File: config.mk
export PLATFORM = sky130hd
export DESIGN_NAME = fpe_host
export DESIGN_NICKNAME = d
export VERILOG_FILES = /design/src/fpe_pkg.sv /design/src/fpe_sync.sv /design/src/fpe_host.sv
export SDC_FILE = /design/constraint.sdc
export NUM_CORES = 1
export LEC_CHECK = 0
export ABC_AREA = 1
export BUFFER_PORTS_ARGS = -buffer_cell sky130_fd_sc_hd__buf_2
export CELL_PAD_IN_SITES_DETAIL_PLACEMENT = 0
export CELL_PAD_IN_SITES_GLOBAL_PLACEMENT = 1
export CORE_UTILIZATION = 38
export DETAILED_ROUTE_END_ITERATION = 16
export PLACE_DENSITY = 0.81
export SLEW_MARGIN = 25
export SYNTH_ARGS = -nofsm -noshare
export SYNTH_HDL_FRONTEND = slang
export SYNTH_SLANG_ARGS = --single-unit
File: constraint.sdc
create_clock -name clk_i -period 1.4 [get_ports clk_i]
set_input_delay 0 -clock clk_i [delete_from_list [all_inputs] [get_ports clk_i]]
set_output_delay 0 -clock clk_i [all_outputs]
set_load 0.005 [all_outputs]
File: src/fpe_pkg.sv
// Purpose: Constants for the flash erase/protect host controller
// Assumes: Device status byte read on low data lines while in status mode
// Notes: Register offsets and the clear-status code are host-side choices
`default_nettype none
package fpe_pkg;
    // Host register offsets
    localparam logic [3:0] REG_CTRL   = 4'h0; // W: [0] go, [1] chip, [2] protect level, [3] clear status; R: [1] chip, [2] protect level
    localparam logic [3:0] REG_ADDR   = 4'h4; // RW: target block address
    localparam logic [3:0] REG_STAT   = 4'h8; // R: [0] busy, [1] done, [15:8] last status byte
    localparam logic [3:0] REG_XSTAT  = 4'hC; // R: [7] multi write available (masked)
    localparam int         CTRL_GO    = 0;
    localparam int         CTRL_CHIP  = 1;
    localparam int         CTRL_WP    = 2;
    localparam int         CTRL_CLR   = 3;
    // Device commands
    localparam logic [7:0] CMD_RDSR   = 8'h70;
    localparam logic [7:0] CMD_BERASE = 8'h20;
    localparam logic [7:0] CMD_CERASE = 8'h30;
    localparam logic [7:0] CMD_CONF   = 8'hD0;
    localparam logic [7:0] CMD_ARRAY  = 8'hFF;
    localparam logic [7:0] CMD_CLRSR  = 8'h50;
    // Status bit positions and masks
    localparam int         SR_READY   = 7;
    localparam logic [7:0] SR_MASK    = 8'hFE;
    localparam logic [7:0] XSR_MASK   = 8'h80;
    // Bus timing: strobe width in cycles
    localparam int         T_STROBE_NS = 80;
    localparam int         CLK_NS      = 8;
    localparam logic [3:0] STROBE_CYC  = 4'((T_STROBE_NS + CLK_NS - 1) / CLK_NS);
    localparam int         AW          = 21;
    typedef enum logic [6:0] {
        FPE_IDLE  = 7'h01,
        FPE_WR    = 7'h02,
        FPE_RD    = 7'h04,
        FPE_CHK   = 7'h08,
        FPE_NEXT  = 7'h10,
        FPE_DONE  = 7'h20,
        FPE_GAP   = 7'h40
    } fpe_state_t;
endpackage : fpe_pkg
`default_nettype wire

File: src/fpe_sync.sv
// Purpose: Two-flop synchroniser for device pins
// Assumes: Single clock domain
// Notes: First stage read only by second stage
`timescale 1ns/1ps
`default_nettype none
module fpe_sync #(
    parameter int W = 8
) (
    input  wire logic         clk_i,
    input  wire logic         resetn_i,
    input  wire logic [W-1:0] d_i,
    output logic      [W-1:0] q_o
);
    logic [W-1:0] s1_reg;
    logic [W-1:0] s2_reg;
    // Metastability guard
    always_ff @(posedge clk_i) begin
        if (!resetn_i) begin
            s1_reg <= '0;
            s2_reg <= '0;
        end else begin
            s1_reg <= d_i;
            s2_reg <= s1_reg;
        end
    end
    assign q_o = s2_reg;
endmodule : fpe_sync
`default_nettype wire

File: src/fpe_host.sv
// Purpose: Host sequencer issuing block/chip erase and polling device status
// Assumes: Device bus is asynchronous; strobes held STROBE_CYC cycles
// Notes: Protect level is a software choice driven on fwp_n_o
//
// The address-and-strobe port and the register addresses were decided locally.
`timescale 1ns/1ps
`default_nettype none
module fpe_host (
    input  wire logic                 clk_i,
    input  wire logic                 resetn_i,
    input  wire logic [3:0]           addr_i,
    input  wire logic [31:0]          wdata_i,
    input  wire logic                 wr_i,
    input  wire logic                 rd_i,
    output logic      [31:0]          rdata_o,
    output logic      [fpe_pkg::AW-1:0] fa_o,
    output logic      [7:0]           fdq_o,
    output logic                      fdq_oe_o,
    input  wire logic [7:0]           fdq_i,
    output logic                      fce_n_o,
    output logic                      fwe_n_o,
    output logic                      foe_n_o,
    output logic                      fwp_n_o
);
    fpe_pkg::fpe_state_t st_reg, st_next;
    logic [3:0]             cnt_reg, cnt_next;
    logic [1:0]             step_reg, step_next;   // Command index within sequence
    logic                   chip_reg, chip_next;
    logic                   wp_reg, wp_next;
    logic                   done_reg, done_next;
    logic [fpe_pkg::AW-1:0] ba_reg, ba_next;
    logic [7:0]             sr_reg, sr_next;
    logic [7:0]             xsr_reg, xsr_next;
    logic [7:0]             cmd_reg, cmd_next;
    logic                   clr_reg, clr_next;
    logic [31:0]            rdata_reg, rdata_next;
    logic                   we_reg, we_next, oe_next;
    logic [7:0]             dq_s;

    fpe_sync #(.W(8)) u_sync (
        .clk_i    (clk_i),
        .resetn_i (resetn_i),
        .d_i      (fdq_i),
        .q_o      (dq_s)
    );

    // Command of each step: status read, setup, confirm, back to array
    function automatic logic [7:0] step_cmd(input logic [1:0] s, input logic chip);
        case (s)
            2'd0:    step_cmd = fpe_pkg::CMD_RDSR;
            2'd1:    step_cmd = chip ? fpe_pkg::CMD_CERASE : fpe_pkg::CMD_BERASE;
            2'd2:    step_cmd = fpe_pkg::CMD_CONF;
            default: step_cmd = fpe_pkg::CMD_ARRAY;
        endcase
    endfunction : step_cmd

    // Sequencer next state
    always_comb begin
        st_next    = st_reg;
        cnt_next   = cnt_reg;
        step_next  = step_reg;
        chip_next  = chip_reg;
        wp_next    = wp_reg;
        done_next  = done_reg;
        ba_next    = ba_reg;
        sr_next    = sr_reg;
        xsr_next   = xsr_reg;
        cmd_next   = cmd_reg;
        clr_next   = clr_reg;
        we_next    = 1'b0;
        oe_next    = 1'b0;
        rdata_next = 32'h0000_0000;
        if (wr_i && addr_i == fpe_pkg::REG_ADDR)
            ba_next = wdata_i[fpe_pkg::AW-1:0];
        if (rd_i) begin
            case (addr_i)
                fpe_pkg::REG_CTRL:  rdata_next = {29'h0, wp_reg, chip_reg, 1'b0};
                fpe_pkg::REG_ADDR:  rdata_next = {11'h000, ba_reg};
                fpe_pkg::REG_STAT:  rdata_next = {16'h0000, sr_reg, 6'h00, done_reg, st_reg != fpe_pkg::FPE_IDLE};
                fpe_pkg::REG_XSTAT: rdata_next = {24'h000000, xsr_reg};
                default:            rdata_next = 32'h0000_0000;
            endcase
        end
        case (st_reg)
            fpe_pkg::FPE_IDLE: begin
                if (wr_i && addr_i == fpe_pkg::REG_CTRL) begin
                    wp_next = wdata_i[fpe_pkg::CTRL_WP];
                    if (wdata_i[fpe_pkg::CTRL_CLR]) begin
                        cmd_next = fpe_pkg::CMD_CLRSR; // Errors stick in device until this
                        clr_next = 1'b1;
                        cnt_next = '0;
                        st_next  = fpe_pkg::FPE_WR;
                    end else if (wdata_i[fpe_pkg::CTRL_GO]) begin
                        chip_next = wdata_i[fpe_pkg::CTRL_CHIP];
                        done_next = 1'b0;
                        clr_next  = 1'b0;
                        step_next = 2'd0;
                        cmd_next  = fpe_pkg::CMD_RDSR;
                        cnt_next  = '0;
                        st_next   = fpe_pkg::FPE_WR;
                    end
                end
            end
            fpe_pkg::FPE_WR: begin
                we_next  = 1'b1;
                cnt_next = cnt_reg + 4'd1;
                if (cnt_reg == fpe_pkg::STROBE_CYC) begin
                    we_next  = 1'b0;
                    cnt_next = '0;
                    if (clr_reg) begin
                        clr_next = 1'b0;
                        st_next  = fpe_pkg::FPE_IDLE;
                    end else if (step_reg == 2'd1) begin
                        st_next = fpe_pkg::FPE_NEXT; // Setup goes straight to confirm
                    end else if (step_reg == 2'd3) begin
                        st_next = fpe_pkg::FPE_DONE;
                    end else begin
                        st_next = fpe_pkg::FPE_GAP;   // After 70H or D0H, poll
                    end
                end
            end
            fpe_pkg::FPE_GAP: begin
                st_next = fpe_pkg::FPE_RD;
            end
            fpe_pkg::FPE_RD: begin
                oe_next  = 1'b1;
                cnt_next = cnt_reg + 4'd1;
                if (cnt_reg == fpe_pkg::STROBE_CYC) begin
                    oe_next  = 1'b0;
                    cnt_next = '0;
                    sr_next  = dq_s & fpe_pkg::SR_MASK;
                    st_next  = fpe_pkg::FPE_CHK;
                end
            end
            fpe_pkg::FPE_CHK: begin
                if (!sr_reg[fpe_pkg::SR_READY]) begin
                    st_next = fpe_pkg::FPE_RD;
                end else begin
                    st_next = fpe_pkg::FPE_NEXT;
                end
            end
            fpe_pkg::FPE_NEXT: begin
                step_next = (step_reg == 2'd2) ? 2'd3 : step_reg + 2'd1;
                cmd_next  = step_cmd((step_reg == 2'd2) ? 2'd3 : step_reg + 2'd1, chip_reg);
                if (step_reg == 2'd2)
                    xsr_next = sr_reg & fpe_pkg::XSR_MASK;
                st_next   = fpe_pkg::FPE_WR;
            end
            fpe_pkg::FPE_DONE: begin
                done_next = 1'b1; // Error bits 5,4,3,1 left in sr for software
                st_next   = fpe_pkg::FPE_IDLE;
            end
            default: st_next = fpe_pkg::FPE_IDLE;
        endcase
    end

    // State registers
    always_ff @(posedge clk_i) begin
        if (!resetn_i) begin
            st_reg    <= fpe_pkg::FPE_IDLE;
            cnt_reg   <= '0;
            step_reg  <= '0;
            chip_reg  <= 1'b0;
            wp_reg    <= 1'b0;
            done_reg  <= 1'b0;
            ba_reg    <= '0;
            sr_reg    <= 8'h00;
            xsr_reg   <= 8'h00;
            cmd_reg   <= 8'h00;
            clr_reg   <= 1'b0;
            rdata_reg <= 32'h0000_0000;
            we_reg    <= 1'b0;
        end else begin
            st_reg    <= st_next;
            cnt_reg   <= cnt_next;
            step_reg  <= step_next;
            chip_reg  <= chip_next;
            wp_reg    <= wp_next;
            done_reg  <= done_next;
            ba_reg    <= ba_next;
            sr_reg    <= sr_next;
            xsr_reg   <= xsr_next;
            cmd_reg   <= cmd_next;
            clr_reg   <= clr_next;
            rdata_reg <= rdata_next;
            we_reg    <= we_next;
        end
    end

    // Pin state; strobes are kept active low so every pin leaves straight from a flop
    logic [fpe_pkg::AW-1:0] fa_reg, fa_next;
    logic                   ce_n_reg, ce_n_next;
    logic                   we_n_reg, we_n_next;
    logic                   oe_n_reg, oe_n_next;

    // Pin next values follow the strobe requests, so select, write and read stay aligned
    always_comb begin
        fa_next   = ba_reg;                   // Block address serves chip erase too
        we_n_next = ~we_next;
        oe_n_next = ~oe_next;
        ce_n_next = ~(we_next | oe_next);     // Select spans each strobe, never a gap inside it
    end

    // Pin registers; protect level decides ..outcomes inside the device
    always_ff @(posedge clk_i) begin
        if (!resetn_i) begin
            fa_reg   <= '0;
            ce_n_reg <= 1'b1;
            we_n_reg <= 1'b1;
            oe_n_reg <= 1'b1;
        end else begin
            fa_reg   <= fa_next;
            ce_n_reg <= ce_n_next;
            we_n_reg <= we_n_next;
            oe_n_reg <= oe_n_next;
        end
    end
    assign fa_o     = fa_reg;
    assign fdq_o    = cmd_reg;
    assign fdq_oe_o = we_reg;                 // Data lines driven only under the write strobe
    assign fwe_n_o  = we_n_reg;
    assign foe_n_o  = oe_n_reg;
    assign fce_n_o  = ce_n_reg;
    assign fwp_n_o  = wp_reg;
    assign rdata_o  = rdata_reg;
endmodule : fpe_host
`default_nettype wire

* Yosys cells after proc, flatten, opt, wreduce, memory -nomap -nowiden *
Index checks and enable logic that the tools add are counted.

storage, ports and cells
  register bits = 127
  bits in latches = 0
  memory bits (writable) = 0
  bits in read-only memories = 0
  bits of input ports = 48
  word-level logic and storage cells = 107
  memories kept = 0

operators by class
  add/sub/neg operators = 2
  multiply operators = 0
  div/mod/pow operators = 0
  $lt $le $gt $ge = 0
  eq/ne operators = 23
  shifts and indexed selects = 0
  mux-type cells = 38
  bitwise operators = 5
  reductions and logical operators = 20

operators by type and width
  cell                                                                      number
  21-bit case mux with 4 select lines                                       1
  7-bit two-way mux                                                         8
  7-bit case mux with 6 select lines                                        1
  8-bit two-way mux                                                         3
  8-bit case mux with 3 select lines                                        1
  4-bit AND reduction                                                       5
  4-bit two-way mux                                                         4
  8-bit case mux with 2 select lines                                        1
  4-bit == test (second input constant)                                     3
  5-bit two-way mux                                                         2
  2-bit inequality test (second input constant)                             5
  1-bit two-way mux                                                         9
  2-bit two-way mux                                                         4
  4-bit case mux with 2 select lines                                        1
  2-bit AND reduction                                                       4
  2-bit nonzero test                                                        4
  7-bit by 1-bit == test with 1-bit output (second input constant)          1
  7-bit by 2-bit == test with 1-bit output (second input constant)          1
  7-bit by 3-bit == test with 1-bit output (second input constant)          1
  7-bit by 4-bit == test with 1-bit output (second input constant)          1
  7-bit by 5-bit == test with 1-bit output (second input constant)          1
  7-bit by 6-bit == test with 1-bit output (second input constant)          1
  7-bit == test (second input constant)                                     1
  7-bit by 1-bit inequality test with 1-bit output (second input constant)  1
  15 further kinds                                                          24

* Depth between registers and ports, before layout *
Gate-level depths: netlist of run 1.

  depth after elaboration = 6
  gate-level depth with buffers = 10
  depth with buffers taken out = 10

* By module *
Synthesis of run 1 repeated with hierarchy kept, for this count alone.

second synthesis, totals
  cells, all modules = 528
  area total of the unflattened synthesis = 4281.6 µm²

by module, submodules not included
  module    times used  cells an instance  area each (µm²)  seq. area each (µm²)
  fpe_host  1           478                3797.4           1941.9
  fpe_sync  1           50                 484.2            320.3

* Worst setup path after synthesis of run 1 *
OpenSTA, ideal clock, no wires.

  kind = reg2reg
  start = reg cnt_reg[0]
  end = reg sr_reg[7]
  library setup time = 0.070 ns
  arrival time = 1.181 ns
  required time = 1.330 ns
  slack = 0.149 ns
  stages on the path, launching flop included = 8
  clock period less this slack = 1.251 ns
  cells stage by stage = dfxtp_1 -> inv_1 -> ha_1 -> nand2_1 -> inv_1 -> nand2_2 -> nand2_1 -> a21oi_1

on the way
  longest elaborated chain between the ends = 2

RTL lines
  element                        line             RTL
  from (decl)                    fpe_host.sv:26   logic [3:0] cnt_reg, cnt_next;
  from (signal assigned)         fpe_host.sv:175  cnt_reg <= cnt_next;
  4-bit == test                  fpe_host.sv:128  if (cnt_reg == fpe_pkg::STROBE_CYC) begin
  2-bit AND reduction (no line)  --
  to (signal assigned)           fpe_host.sv:181  sr_reg <= sr_next;
  to (decl)                      fpe_host.sv:32   logic [7:0] sr_reg, sr_next;

Every way passes these cells.
A chain may end at the register's enable or synchronous reset.

* Worst setup path in the final report of run 1 *
  start = reg st_reg[2]
  end = reg st_reg[0]

on the way
  longest elaborated chain between the ends = 3
  elaborated cells between the ends (all ways) = 12
  classes of those cells = eq/ne: 10; mux: 1; reduce/logical: 1

RTL lines
  element                                                                          line             RTL
  from (decl)                                                                      fpe_host.sv:25   fpe_pkg::fpe_state_t st_reg, st_next;
  from (signal assigned)                                                           fpe_host.sv:160  st_reg <= fpe_pkg::FPE_IDLE;
  from (signal assigned)                                                           fpe_host.sv:174  st_reg <= st_next;
  7-bit by 1-bit == test with 1-bit output, or another cell as far along           fpe_host.sv:84   case (st_reg)
  3-bit inequality test (no line) / 2-bit inequality test (equally long branches)  --
  4-bit AND reduction (no line)                                                    --

Several ways; a longest one is shown, not always the timed one.

==> key figures, run 1 <==
GRT
  • First-pass GRT wire length: 14400 um
  • Gr ovfl total: 0
  • Pin count of the biggest net entering global routing: 30
  • Initial antenna violation count: 0
  • GRT Util Overall: between 10% and 20%
  • Vias in the first global route: 3118

Critical path
  • CP Launch Type: register
  • WP data arrival: 1.63 ns
  • Slowest CP cell: dfxtp_4
  • R2r worst-path depth: 8
  • Stages on worst setup path: 8
  • Crit-path max FO: 5
  • Worst Path Buf+Inv: 0
  • Critical path class: reg -> reg
  • Crit path cell chain: nor2_4, nand2_1, nor2_2, nand2_2, nand2_2, nor2_4, nand2_1, nand3_1
  • CP Capture Type: register
  • CP required: approximately 1.7 ns
  • Largest delay share family, worst path: simple AND/OR/NAND/NOR gates
  • R2R Setup Slk: roughly 0.028 ns
  • Crit path largest cell delay: 0.38 ns

Placed design
  • Post-DP HPWL: about 6500 um
  • Placed inst area: slightly below 5000 um2
  • Placer congestion estimate: a little over 0.8
  • Port bufs: 90

STA
  • Final cycle utilization of the critical path: a little over nine tenths
  • Final Hold Fails: 0
  • RSZ-0062 raised after global routing: true
  • Final Skew: ~0.0080 ns
  • Tmin final: about 1.4 ns
  • # setup viols final: 0
  • Fmax: around 730 MHz
  • Hold WS: 0.0269 ns
  • Fin. max-slew vios: 0

Power
  • Clk pwr share: between 20 and 30%
  • Leakage power: around 2.6 nW
  • Pwr Density: ~1100 nW/um2
  • Worst VDD drop: 0.495 mV
  • Cell internal pwr: 4.29 mW
  • Sw Share: roughly 29%
  • Sw Pwr: ~1.7 mW
  • Share of power burned in registers: a little under three fifths
  • Gate power share: between 15 and 20%

Hold path
  • Hold Crit Depth: 3
  • Worst Hold Class: in -> reg

Detailed routing
  • Iter 0 DRT Violations: approximately 130
  • ANT nets after route: 0
  • Remaining DRCs: 1
  • WL final: 9180 um
  • Drt pass-1 iters: 10
  • Vias: ~3500
  • Post-DR vias/cell: between 4 and 5
  • Wire per inst: 11.5 um

Die
  • Core box area: roughly 11000 um2
  • Top Ports: around 110
  • Initial core utilization: approximately two fifths
  • Die Width: 107 um
  • FP Rows: 38
  • Die Y: 107 um
  • DIE AREA: between 10000 and 15000 um2

Synth
  • Cells after synthesis: around 520
  • Number of synthesized flops with an enable pin: 0
  • Syn Area/Cell: 8.10 um2
  • Seq/Total Area, Yosys: between 50% and 60%
  • Most common flop cell mapped by yosys: dfxtp_1
  • Post-synth cell types: 33
  • Synth Warn #: 0
  • #FFs+latches synth: approximately 110
  • Cell Area, Synth: between 4000 and 5000 um2
  • Async set or reset register ratio after synthesis: 0%

CTS
  • Worst-path clk slew: 0.11 ns
  • CTS Buffer Depth: 2
  • Clock sinks: 111
  • TritonCTS buffer count: 9
  • Clk root buf: clkbuf_8
  • CTS tree: yes
  • Worst skew pair latency: about 0.37 ns
  • Max H-tree Level: 3

Outcome
  • Failing checks: design-rule violations
  • Status: finished with violations

Cells and area
  • Diodes inserted: 0
  • Final non-filler cell area: 5430 um2
  • Synthesis-to-finish area growth: 28.7%
  • Share of cells above drive strength 1: roughly 27%
  • Nets: slightly above 700

Run
  • Max-capacitance violation count: 0
## cells in the mapped netlist, types with 7 or more instances
library cell,count,share of area (%)
inv_1,77,6.8
a21oi_1,50,5.9
nand2_2,8,1.2
ha_1,7,2.1
nand2_1,119,11
nor2_1,20,1.8
dfxtp_1,111,53
o21ai_0,15,1.8
buf_4,14,2.5
clkbuf_1,10,0.89
nor3_1,13,1.5
nand3_1,34,4.0
## tightest hold or removal path, delay by kind of cell
kind            cells  cell delay [ns]
compound gates      2             0.20
buf+inv             1             0.16
## final cells by class
type	count	area (um2)
Inverter	81	305
Tap cell	140	175
Multi-Input combinational cell	309	1630
Fill cell	1057	5410
Clock buffer	9	124
Clock inverter	6	53.8
Timing Repair Buffer	140	913
Sequential cell	111	2230
## through the flow
step	cells	worst slack [ns]	setup TNS, ns	power, mW	utilization [%]
4_1_cts	792	0.00913	0	5.98	49.1
6_report	796	0.0276	0	6.03	50.1
3_3_place_gp	746	0.0482	0	4.12	44.6
5_1_grt	796	-0.0638	-0.486	6.31	50.1
2_1_floorplan	531	0.149	0	3.92	-
3_5_place_dp	746	0.0140	0	4.13	44.6
## power by group through the flow
| stage | clock network (mW) | logic [mW] | registers [mW] |
|---|---|---|---|
| final | 1.79 | 0.924 | 3.32 |
| after global routing | 1.95 | 1.03 | 3.33 |
| after CTS | 1.82 | 0.837 | 3.32 |
| after detailed placement | 0 | 0.742 | 3.39 |
| after global placement | 0 | 0.736 | 3.39 |
| after floorplan | 0 | 0.533 | 3.38 |
## layout by cell type (no fill, tap or decap), drive strengths merged
cell type    count
o31ai            1
nor2            32
nand3           36
nand2          129
inv             81
conb            11
nand4            4
clkinv           6
clkbuf           9
o21ai           20
dfxtp          111
buf            110
a22oi            1
dlygate4sd3     30
nor3            13
a21oi           53
ha               7
xor2             1
o211ai           1
## layer usage
layer | GRT usage (%) | vias up | part of all wire [%]
met3 | 2.85 | 7 | 4.7
met1 | 20.9 | 1534 | 49
met2 | 26.7 | 90 | 46
met4 | 6.65 | 0 | 1.1
met5 | 0 | - | 0
li1 | - | 1857 | -
## path summary, 6_finish.rpt
kind | endpoint | from
max | st_reg[0] | st_reg[2]
min | ba_reg[3] | wdata_i[3]
max reg2reg | st_reg[0] | st_reg[2]
min reg2reg | u_sync.q_o[7] | u_sync.s1_reg[7]
## cells by family after synthesis
group / share of synthesized area (%)
buffers and inverters: 11.4
other: 0.0888
DFF: 52.6
xor gates and xnor gates: 0.208
and+or+nand+nor: 23.7
adders and majority gates: 2.07
AOI/OAI and AO/OA: 9.81
## timing repair
item | 4_1_cts | 5_1_grt
pin swaps | 2 | 8
hold buffers | 30 | 0
hold endpoints to repair | 31 | 0
buffers inserted | 1 | 3
setup endpoints to repair | 1 | 26
gates resized for setup | 1 | 28
gates cloned | 0 | 1
No activity file was read; power rests on OpenSTA's default activity.
==> run 2, diff against run 1 <==
--- a/config.mk
+++ b/config.mk
@@ -7,11 +7,9 @@
 export LEC_CHECK = 0
 export ABC_AREA = 1
 export BUFFER_PORTS_ARGS = -buffer_cell sky130_fd_sc_hd__buf_2
-export CELL_PAD_IN_SITES_DETAIL_PLACEMENT = 0
-export CELL_PAD_IN_SITES_GLOBAL_PLACEMENT = 1
-export CORE_UTILIZATION = 38
+export CORE_UTILIZATION = 52
 export DETAILED_ROUTE_END_ITERATION = 16
-export PLACE_DENSITY = 0.81
+export PLACE_DENSITY = 0.8
 export SLEW_MARGIN = 25
 export SYNTH_ARGS = -nofsm -noshare
 export SYNTH_HDL_FRONTEND = slang
==> run 2 against run 1 <==
  * The run now ends clean
  * Global-route usage is 6.8 points higher
  * Total power rose by 0.26%
  * Utilization rose by 19 points
  * Clock-buffer cell count is 4 higher
  * Hold slack worse by 0.0052 ns
  * Critical path depth up 1
  * Clock skew is 0.0039 ns higher
  * Critical endpoint is now st_reg[5]
  * Largest cell class unchanged
  * Highest routed layer unchanged
==> key figures, run 2 (same netlist as run 1, synthesis figures left out) <==
Outcome
  • Status: complete, no violations

Die
  • Die Y: 92.1 um (-14%)
  • Core box area: 7810 um2 (-28%)
  • Die Width: 92.1 um (-14%)
  • DIE AREA: 8480 um2 (-26%)
  • FP Rows: 32 (-16%)
  • Top Ports: 114 (unchanged)
  • Initial core utilization: 54.1% (+15 points)

Critical path
  • Largest delay share family, worst path: simple AND/OR/NAND/NOR gates
  • Crit-path max FO: 4 (-1)
  • CP Launch Type: register
  • Crit path largest cell delay: 0.40 ns (+0.02 ns)
  • CP required: 1.66 ns (about the same)
  • R2R Setup Slk: 0.03 ns (about the same)
  • Worst setup path end: st_reg[5]
  • Slowest CP cell: dfxtp_2
  • R2r worst-path depth: 9 (+1)
  • Crit path from: st_reg[1]
  • Crit path cell chain: inv_1, nor2_1, nand2_1, nor2_4, nand2_2, nand2_2, nor2_4, nand4_1, inv_1
  • Worst Path Buf+Inv: 2 (+2)
  • RR Startpoint: st_reg[1]
  • Critical path class: reg -> reg
  • WP data arrival: 1.63 ns (about the same)
  • CP Capture Type: register
  • Stages on worst setup path: 9 (+1)
  • Crit Reg-Reg Endpoint: st_reg[5]

CTS
  • CTS tree: yes
  • Worst-path clk slew: 0.10 ns (about the same)
  • Clock sinks: 111 (unchanged)
  • Clk root buf: clkbuf_8
  • TritonCTS buffer count: 9 (unchanged)
  • CTS Buffer Depth: 2 (unchanged)
  • Worst skew pair latency: 0.37 ns (about the same)
  • Max H-tree Level: 3 (unchanged)

Cells and area
  • Layout filler cell count: 611 (-42%)
  • Diodes inserted: 0 (unchanged)
  • Commonest non-fill, non-tap cell in the layout: nand2_1
  • Fin cells: 763 (-4.1%)
  • Synthesis-to-finish area growth: 28.3%
  • Most frequent cells in the layout: nand2_1 (115), dfxtp_1 (103), buf_2 (90), inv_1 (74), a21oi_1 (48)
  • Share of cells above drive strength 1: 26.2% (-1.3 points)
  • Nets: 711 (+0.57%)

GRT
  • Initial antenna violation count: 0 (unchanged)
  • GRT Util Overall: 23.0% (+6.8 points)
  • Pin count of the biggest net entering global routing: 35 (+17%)
  • First-pass GRT wire length: 15400 um (+7.1%)
  • Vias in the first global route: 3423 (+9.8%)
  • Gr ovfl total: 0 (unchanged)

Detailed routing
  • ANT nets after route: 0 (unchanged)
  • WL final: 9470 um (+3.2%)
  • Post-DR vias/cell: 4.75 (+8.3%)
  • Wire per inst: 12.4 um (+7.7%)
  • Iter 0 DRT Violations: 239 (+82%)
  • Drt pass-1 iters: 4 (-6)
  • Remaining DRCs: 0 (-1)
  • Vias: 3621 (+3.8%)

STA
  • Fmax: 732 MHz (+0.50%)
  • Final cycle utilization of the critical path: 97.5% (-0.49 points)
  • Final Hold Fails: 0 (unchanged)
  • Final Skew: 0.0119 ns (+0.00391 ns)
  • RSZ-0062 raised after global routing: true
  • # setup viols final: 0 (unchanged)
  • Hold WS: 0.0217 ns (-0.00515 ns)
  • Fin. max-slew vios: 0 (unchanged)
  • Tmin final: 1.37 ns (-0.00688 ns)

Placed design
  • Port bufs: 90 (unchanged)
  • Cells after DPL: 706 (-5.4%)
  • Placer congestion estimate: 0.901 (+11%)
  • Post-DP HPWL: 6320 um (-2.2%)

Run
  • Max-capacitance violation count: 0 (unchanged)

Hold path
  • Worst Hold Class: in -> reg

Power
  • Leakage power: 2.61 nW (+0.60%)
  • Pwr Density: 1120 nW/um2 (+0.58%)
  • Worst VDD drop: 0.695 mV (+40%)
## run 2: area by class of cell
class | instances | area, um2 | area share [%]
inverters | 81 | 308 | 5.68
well taps | 102 | 128 | 2.36
clock inverters | 3 | 26.3 | 0.485
repair buffers | 145 | 953 | 17.6
flip-flops and latches | 111 | 2230 | 41.3
clock buffers | 13 | 159 | 2.93
multi-input cells | 308 | 1610 | 29.7
## run 2: how the worst min path moves through the flow
stage                  start               end  slack [ns]  cells after the start
finish                  wr_i        ba_reg[14]        0.02                      3
global route            wr_i        ba_reg[14]        0.03                      3
CTS                     wr_i        ba_reg[14]       0.005                      3
detailed placement  fdq_i[6]  u_sync.s1_reg[6]        0.18                      3
global placement    fdq_i[7]  u_sync.s1_reg[7]        0.18                      3
floorplan           fdq_i[1]  u_sync.s1_reg[1]         0.1                      2
## run 2: report_power, final
group / internal [mW] / switching [mW] / total (mW)
combinational: 0.367 / 0.550 / 0.917
sequential: 3.26 / 0.0653 / 3.32
clock: 0.760 / 1.04 / 1.80
total: 4.39 / 1.66 / 6.04
## run 2: per-layer routing
metal / up-vias / GRT usage (%) / routed length (um)
li1: 1862 / - / -
met5: - / 0 / 0
met3: 18 / 4.64 / 444
met2: 111 / 40.0 / 4630
met4: 0 / 8.20 / 190
met1: 1630 / 28.1 / 4210
## run 2: worst min-delay path: stages
cell     delay (ns)
buf_2          0.17
nand3_1        0.11
a21oi_1        0.07
## run 2: through the flow
step / instance area [um2] / util [%] / worst slack (ns) / TNS (ns) / power [mW]
after floorplan: 4260 / - / 0.149 / 0 / 3.92
after global placement: 4760 / 61.0 / 0.0660 / 0 / 4.09
after global routing: 5420 / 69.4 / -0.0493 / -0.605 / 6.31
after CTS: 5320 / 68.1 / 0.0135 / 0 / 5.95
after detailed placement: 4760 / 61.0 / 0.0129 / 0 / 4.12
final: 5420 / 69.4 / 0.0345 / 0 / 6.04
## run 2: timing repair
action,in CTS,in global routing
hold endpoints to repair,36,0
gates resized for setup,0,28
endpoints found under the setup margin,2,26
buffers inserted,1,4
hold buffers,36,0
pin swaps,0,10
==> run 3, diff against run 2 <==
--- a/config.mk
+++ b/config.mk
@@ -7,9 +7,10 @@
 export LEC_CHECK = 0
 export ABC_AREA = 1
 export BUFFER_PORTS_ARGS = -buffer_cell sky130_fd_sc_hd__buf_2
-export CORE_UTILIZATION = 52
+export CAP_MARGIN = 15
+export CORE_UTILIZATION = 47
 export DETAILED_ROUTE_END_ITERATION = 16
-export PLACE_DENSITY = 0.8
+export PLACE_DENSITY = 0.77
 export SLEW_MARGIN = 25
 export SYNTH_ARGS = -nofsm -noshare
 export SYNTH_HDL_FRONTEND = slang
==> constraint.sdc (replaced) <==
create_clock -name clk_i -period 1.1 [get_ports clk_i]
set_input_delay 0 -clock clk_i [delete_from_list [all_inputs] [get_ports clk_i]]
set_output_delay 0 -clock clk_i [all_outputs]
set_load 0.005 [all_outputs]
==> run 3 against run 2 <==
  * The run now ends with negative setup slack left
  * Critical endpoint is now clr_reg
  * Clock-buffer cell count shrank 3
  * Critical path type unchanged
  * Sequential cell count is the same
  * Sequential share of layout area shrank 2.9 points
  * Non-clock buffer count grew 12
==> key figures, run 3 (same netlist as run 1, synthesis figures left out) <==
CTS
  • CTS Buffer Depth: 2 (unchanged)
  • Clock sinks: 111 (unchanged)
  • Worst-path clk slew: 0.10 ns (about the same)
  • CTS tree: yes
  • TritonCTS buffer count: 9 (unchanged)
  • Clk root buf: clkbuf_8
  • Max H-tree Level: 3 (unchanged)
  • Worst skew pair latency: 0.38 ns (about the same)

STA
  • Final WS setup: -0.336 ns (-0.370 ns)
  • Setup Total Neg Slack: -8.14 ns (-8.14 ns)
  • Tmin final: 1.44 ns (+0.0700 ns)
  • Hold WS: 0.103 ns (+0.0808 ns)
  • Final cycle utilization of the critical path: 131% (+33 points)
  • Final Hold Fails: 0 (unchanged)
  • Fin. max-slew vios: 0 (unchanged)
  • # setup viols final: 35 (+35)
  • Fmax: 697 MHz (-4.9%)
  • Final Skew: 0.00954 ns (-0.00232 ns)
  • RSZ-0062 raised after global routing: true

Power
  • Pwr Density: 1400 nW/um2 (+26%)
  • Worst VDD drop: 0.653 mV (-6.1%)
  • Share of power burned in registers: 52.0% (-3.0 points)
  • Clk pwr share: 31.6% (+1.8 points)
  • Gate power share: 16.4% (+1.2 points)
  • Cell internal pwr: 5.82 mW (+33%)
  • Sw Share: 28.8% (+1.4 points)
  • Leakage power: 2.74 nW (+4.9%)
  • Sw Pwr: 2.36 mW (+42%)
  • Pwr Total: 8.18 mW (+35%)

GRT
  • First-pass GRT wire length: 16800 um (+9.1%)
  • Initial antenna violation count: 0 (unchanged)
  • Vias in the first global route: 3649 (+6.6%)
  • Pin count of the biggest net entering global routing: 35 (unchanged)
  • Gr ovfl total: 0 (unchanged)
  • GRT Util Overall: 22.5% (-0.47 points)

Detailed routing
  • Wire per inst: 14.2 um (+14%)
  • WL met1: 4610 um (+9.5%)
  • ANT nets after route: 0 (unchanged)
  • Iter 0 DRT Violations: 212 (-11%)
  • WL final: 11100 um (+17%)
  • Met2 wire length: 5410 um (+17%)
  • Top routing layer in use: met4
  • Drt pass-1 iters: 4 (unchanged)
  • Remaining DRCs: 0 (unchanged)
  • Vias: 3871 (+6.9%)
  • Post-DR vias/cell: 4.96 (+4.4%)
  • Met3 wire len: 616 um (+39%)

Die
  • DIE AREA: 9370 um2 (+10%)
  • Top Ports: 114 (unchanged)
  • FP Rows: 34 (+6.3%)
  • Initial core utilization: 48.4% (-5.7 points)
  • Core box area: 8720 um2 (+12%)
  • Die Width: 96.8 um (+5.1%)
  • Die Y: 96.8 um (+5.1%)

Placed design
  • Dpl ws: -0.249 ns (-0.262 ns)
  • Placed inst area: 4930 um2 (+3.4%)
  • Port bufs: 90 (unchanged)
  • Post-DP HPWL: 6840 um (+8.4%)
  • Placer congestion estimate: 0.833 (-7.5%)
  • Cells after DPL: 725 (+2.7%)

Critical path
  • Crit-path max FO: 6 (+2)
  • CP Capture Type: register
  • WP data arrival: 1.74 ns (+0.11 ns)
  • CP required: 1.41 ns (-0.25 ns)
  • Critical path class: reg -> reg
  • Largest delay share family, worst path: simple AND/OR/NAND/NOR gates
  • Crit path cell chain: nor2_4, buf_6, nand4_1, buf_6, o21ai_4, a21oi_1, nor2_1
  • Worst Path Buf+Inv: 2 (unchanged)
  • CP most frequent cell: buf_6
  • CP Launch Type: register
  • Crit path largest cell delay: 0.35 ns (-0.05 ns)
  • Slowest CP cell: dfxtp_2
  • R2R Setup Slk: -0.34 ns (-0.37 ns)

Run
  • Max-capacitance violation count: 0 (unchanged)

Outcome
  • Failing checks: negative setup slack
  • Status: finished with violations

Cells and area
  • Commonest non-fill, non-tap cell in the layout: nand2_1
  • Fin cells: 781 (+2.4%)
  • Most frequent cells in the layout: nand2_1 (105), dfxtp_1 (103), buf_2 (90), inv_1 (73), a21oi_1 (41)
  • Diodes inserted: 0 (unchanged)
  • Final non-filler cell area: 5830 um2 (+7.6%)
  • Final core occ: 66.8% (-2.6 points)
  • Share of cells above drive strength 1: 33.9% (+7.7 points)
  • Synthesis-to-finish area growth: 38.0%
  • Nets: 723 (+1.7%)

Hold path
  • Worst Hold Class: in -> reg
## run 3: cell types whose count changed in the layout (fill, tap and decap cells not counted), moves of 8 or more
| cell | previous run | this run |
|---|---|---|
| nand2_1 | 115 | 105 |
| buf_4 | 19 | 27 |
| nand2_4 | 4 | 15 |
| nand3_2 | 2 | 10 |
| nand3_1 | 34 | 23 |
## run 3: final timing paths
path	start	to	cells after the start
worst min register to register	u_sync.s1_reg[7]	u_sync.q_o[7]	2
worst max-delay path	st_reg[5]	clr_reg	7
worst max register to register	st_reg[5]	clr_reg	7
worst min-delay path	addr_i[3]	rdata_o[0]	5
## run 3: timing repair
item,in CTS,in global routing
resized for setup,26,53
endpoints found under the setup margin,35,39
endpoints found under the hold margin,35,0
hold buffers,32,0
setup buffers,6,2
pin swaps,16,16
## run 3: metal layers
layer / up-vias / GRT usage, %
met1: 1776 / 26.7
met2: 168 / 38.7
li1: 1890 / -
met3: 37 / 5.20
met5: - / 0
met4: 0 / 10.1
## run 3: area by class of cell
type / count / area, um2
Clock buffer: 10 / 138
Clock inverter: 6 / 73.8
Fill cell: 633 / 2890
Inverter: 81 / 308
Multi-Input combinational cell: 308 / 1850
Sequential cell: 111 / 2240
Tap cell: 108 / 135
Timing Repair Buffer: 157 / 1080
## run 3: tightest hold or removal path, stage by stage
cell	delay, ns
buf_2	0.11
nand3_1	0.09
clkinv_1	0.09
a22oi_2	0.06
nor2_1	0.08
## run 3: power groups by stage
| stage | Combinational, mW | Clock (mW) | Sequential, mW |
|---|---|---|---|
| finish | 1.34 | 2.59 | 4.25 |
| global route | 1.45 | 2.79 | 4.27 |
| CTS | 1.19 | 2.60 | 4.23 |
| global placement | 0.939 | 0 | 4.31 |
| detailed placement | 0.973 | 0 | 4.32 |
| floorplan | 0.708 | 0 | 4.31 |
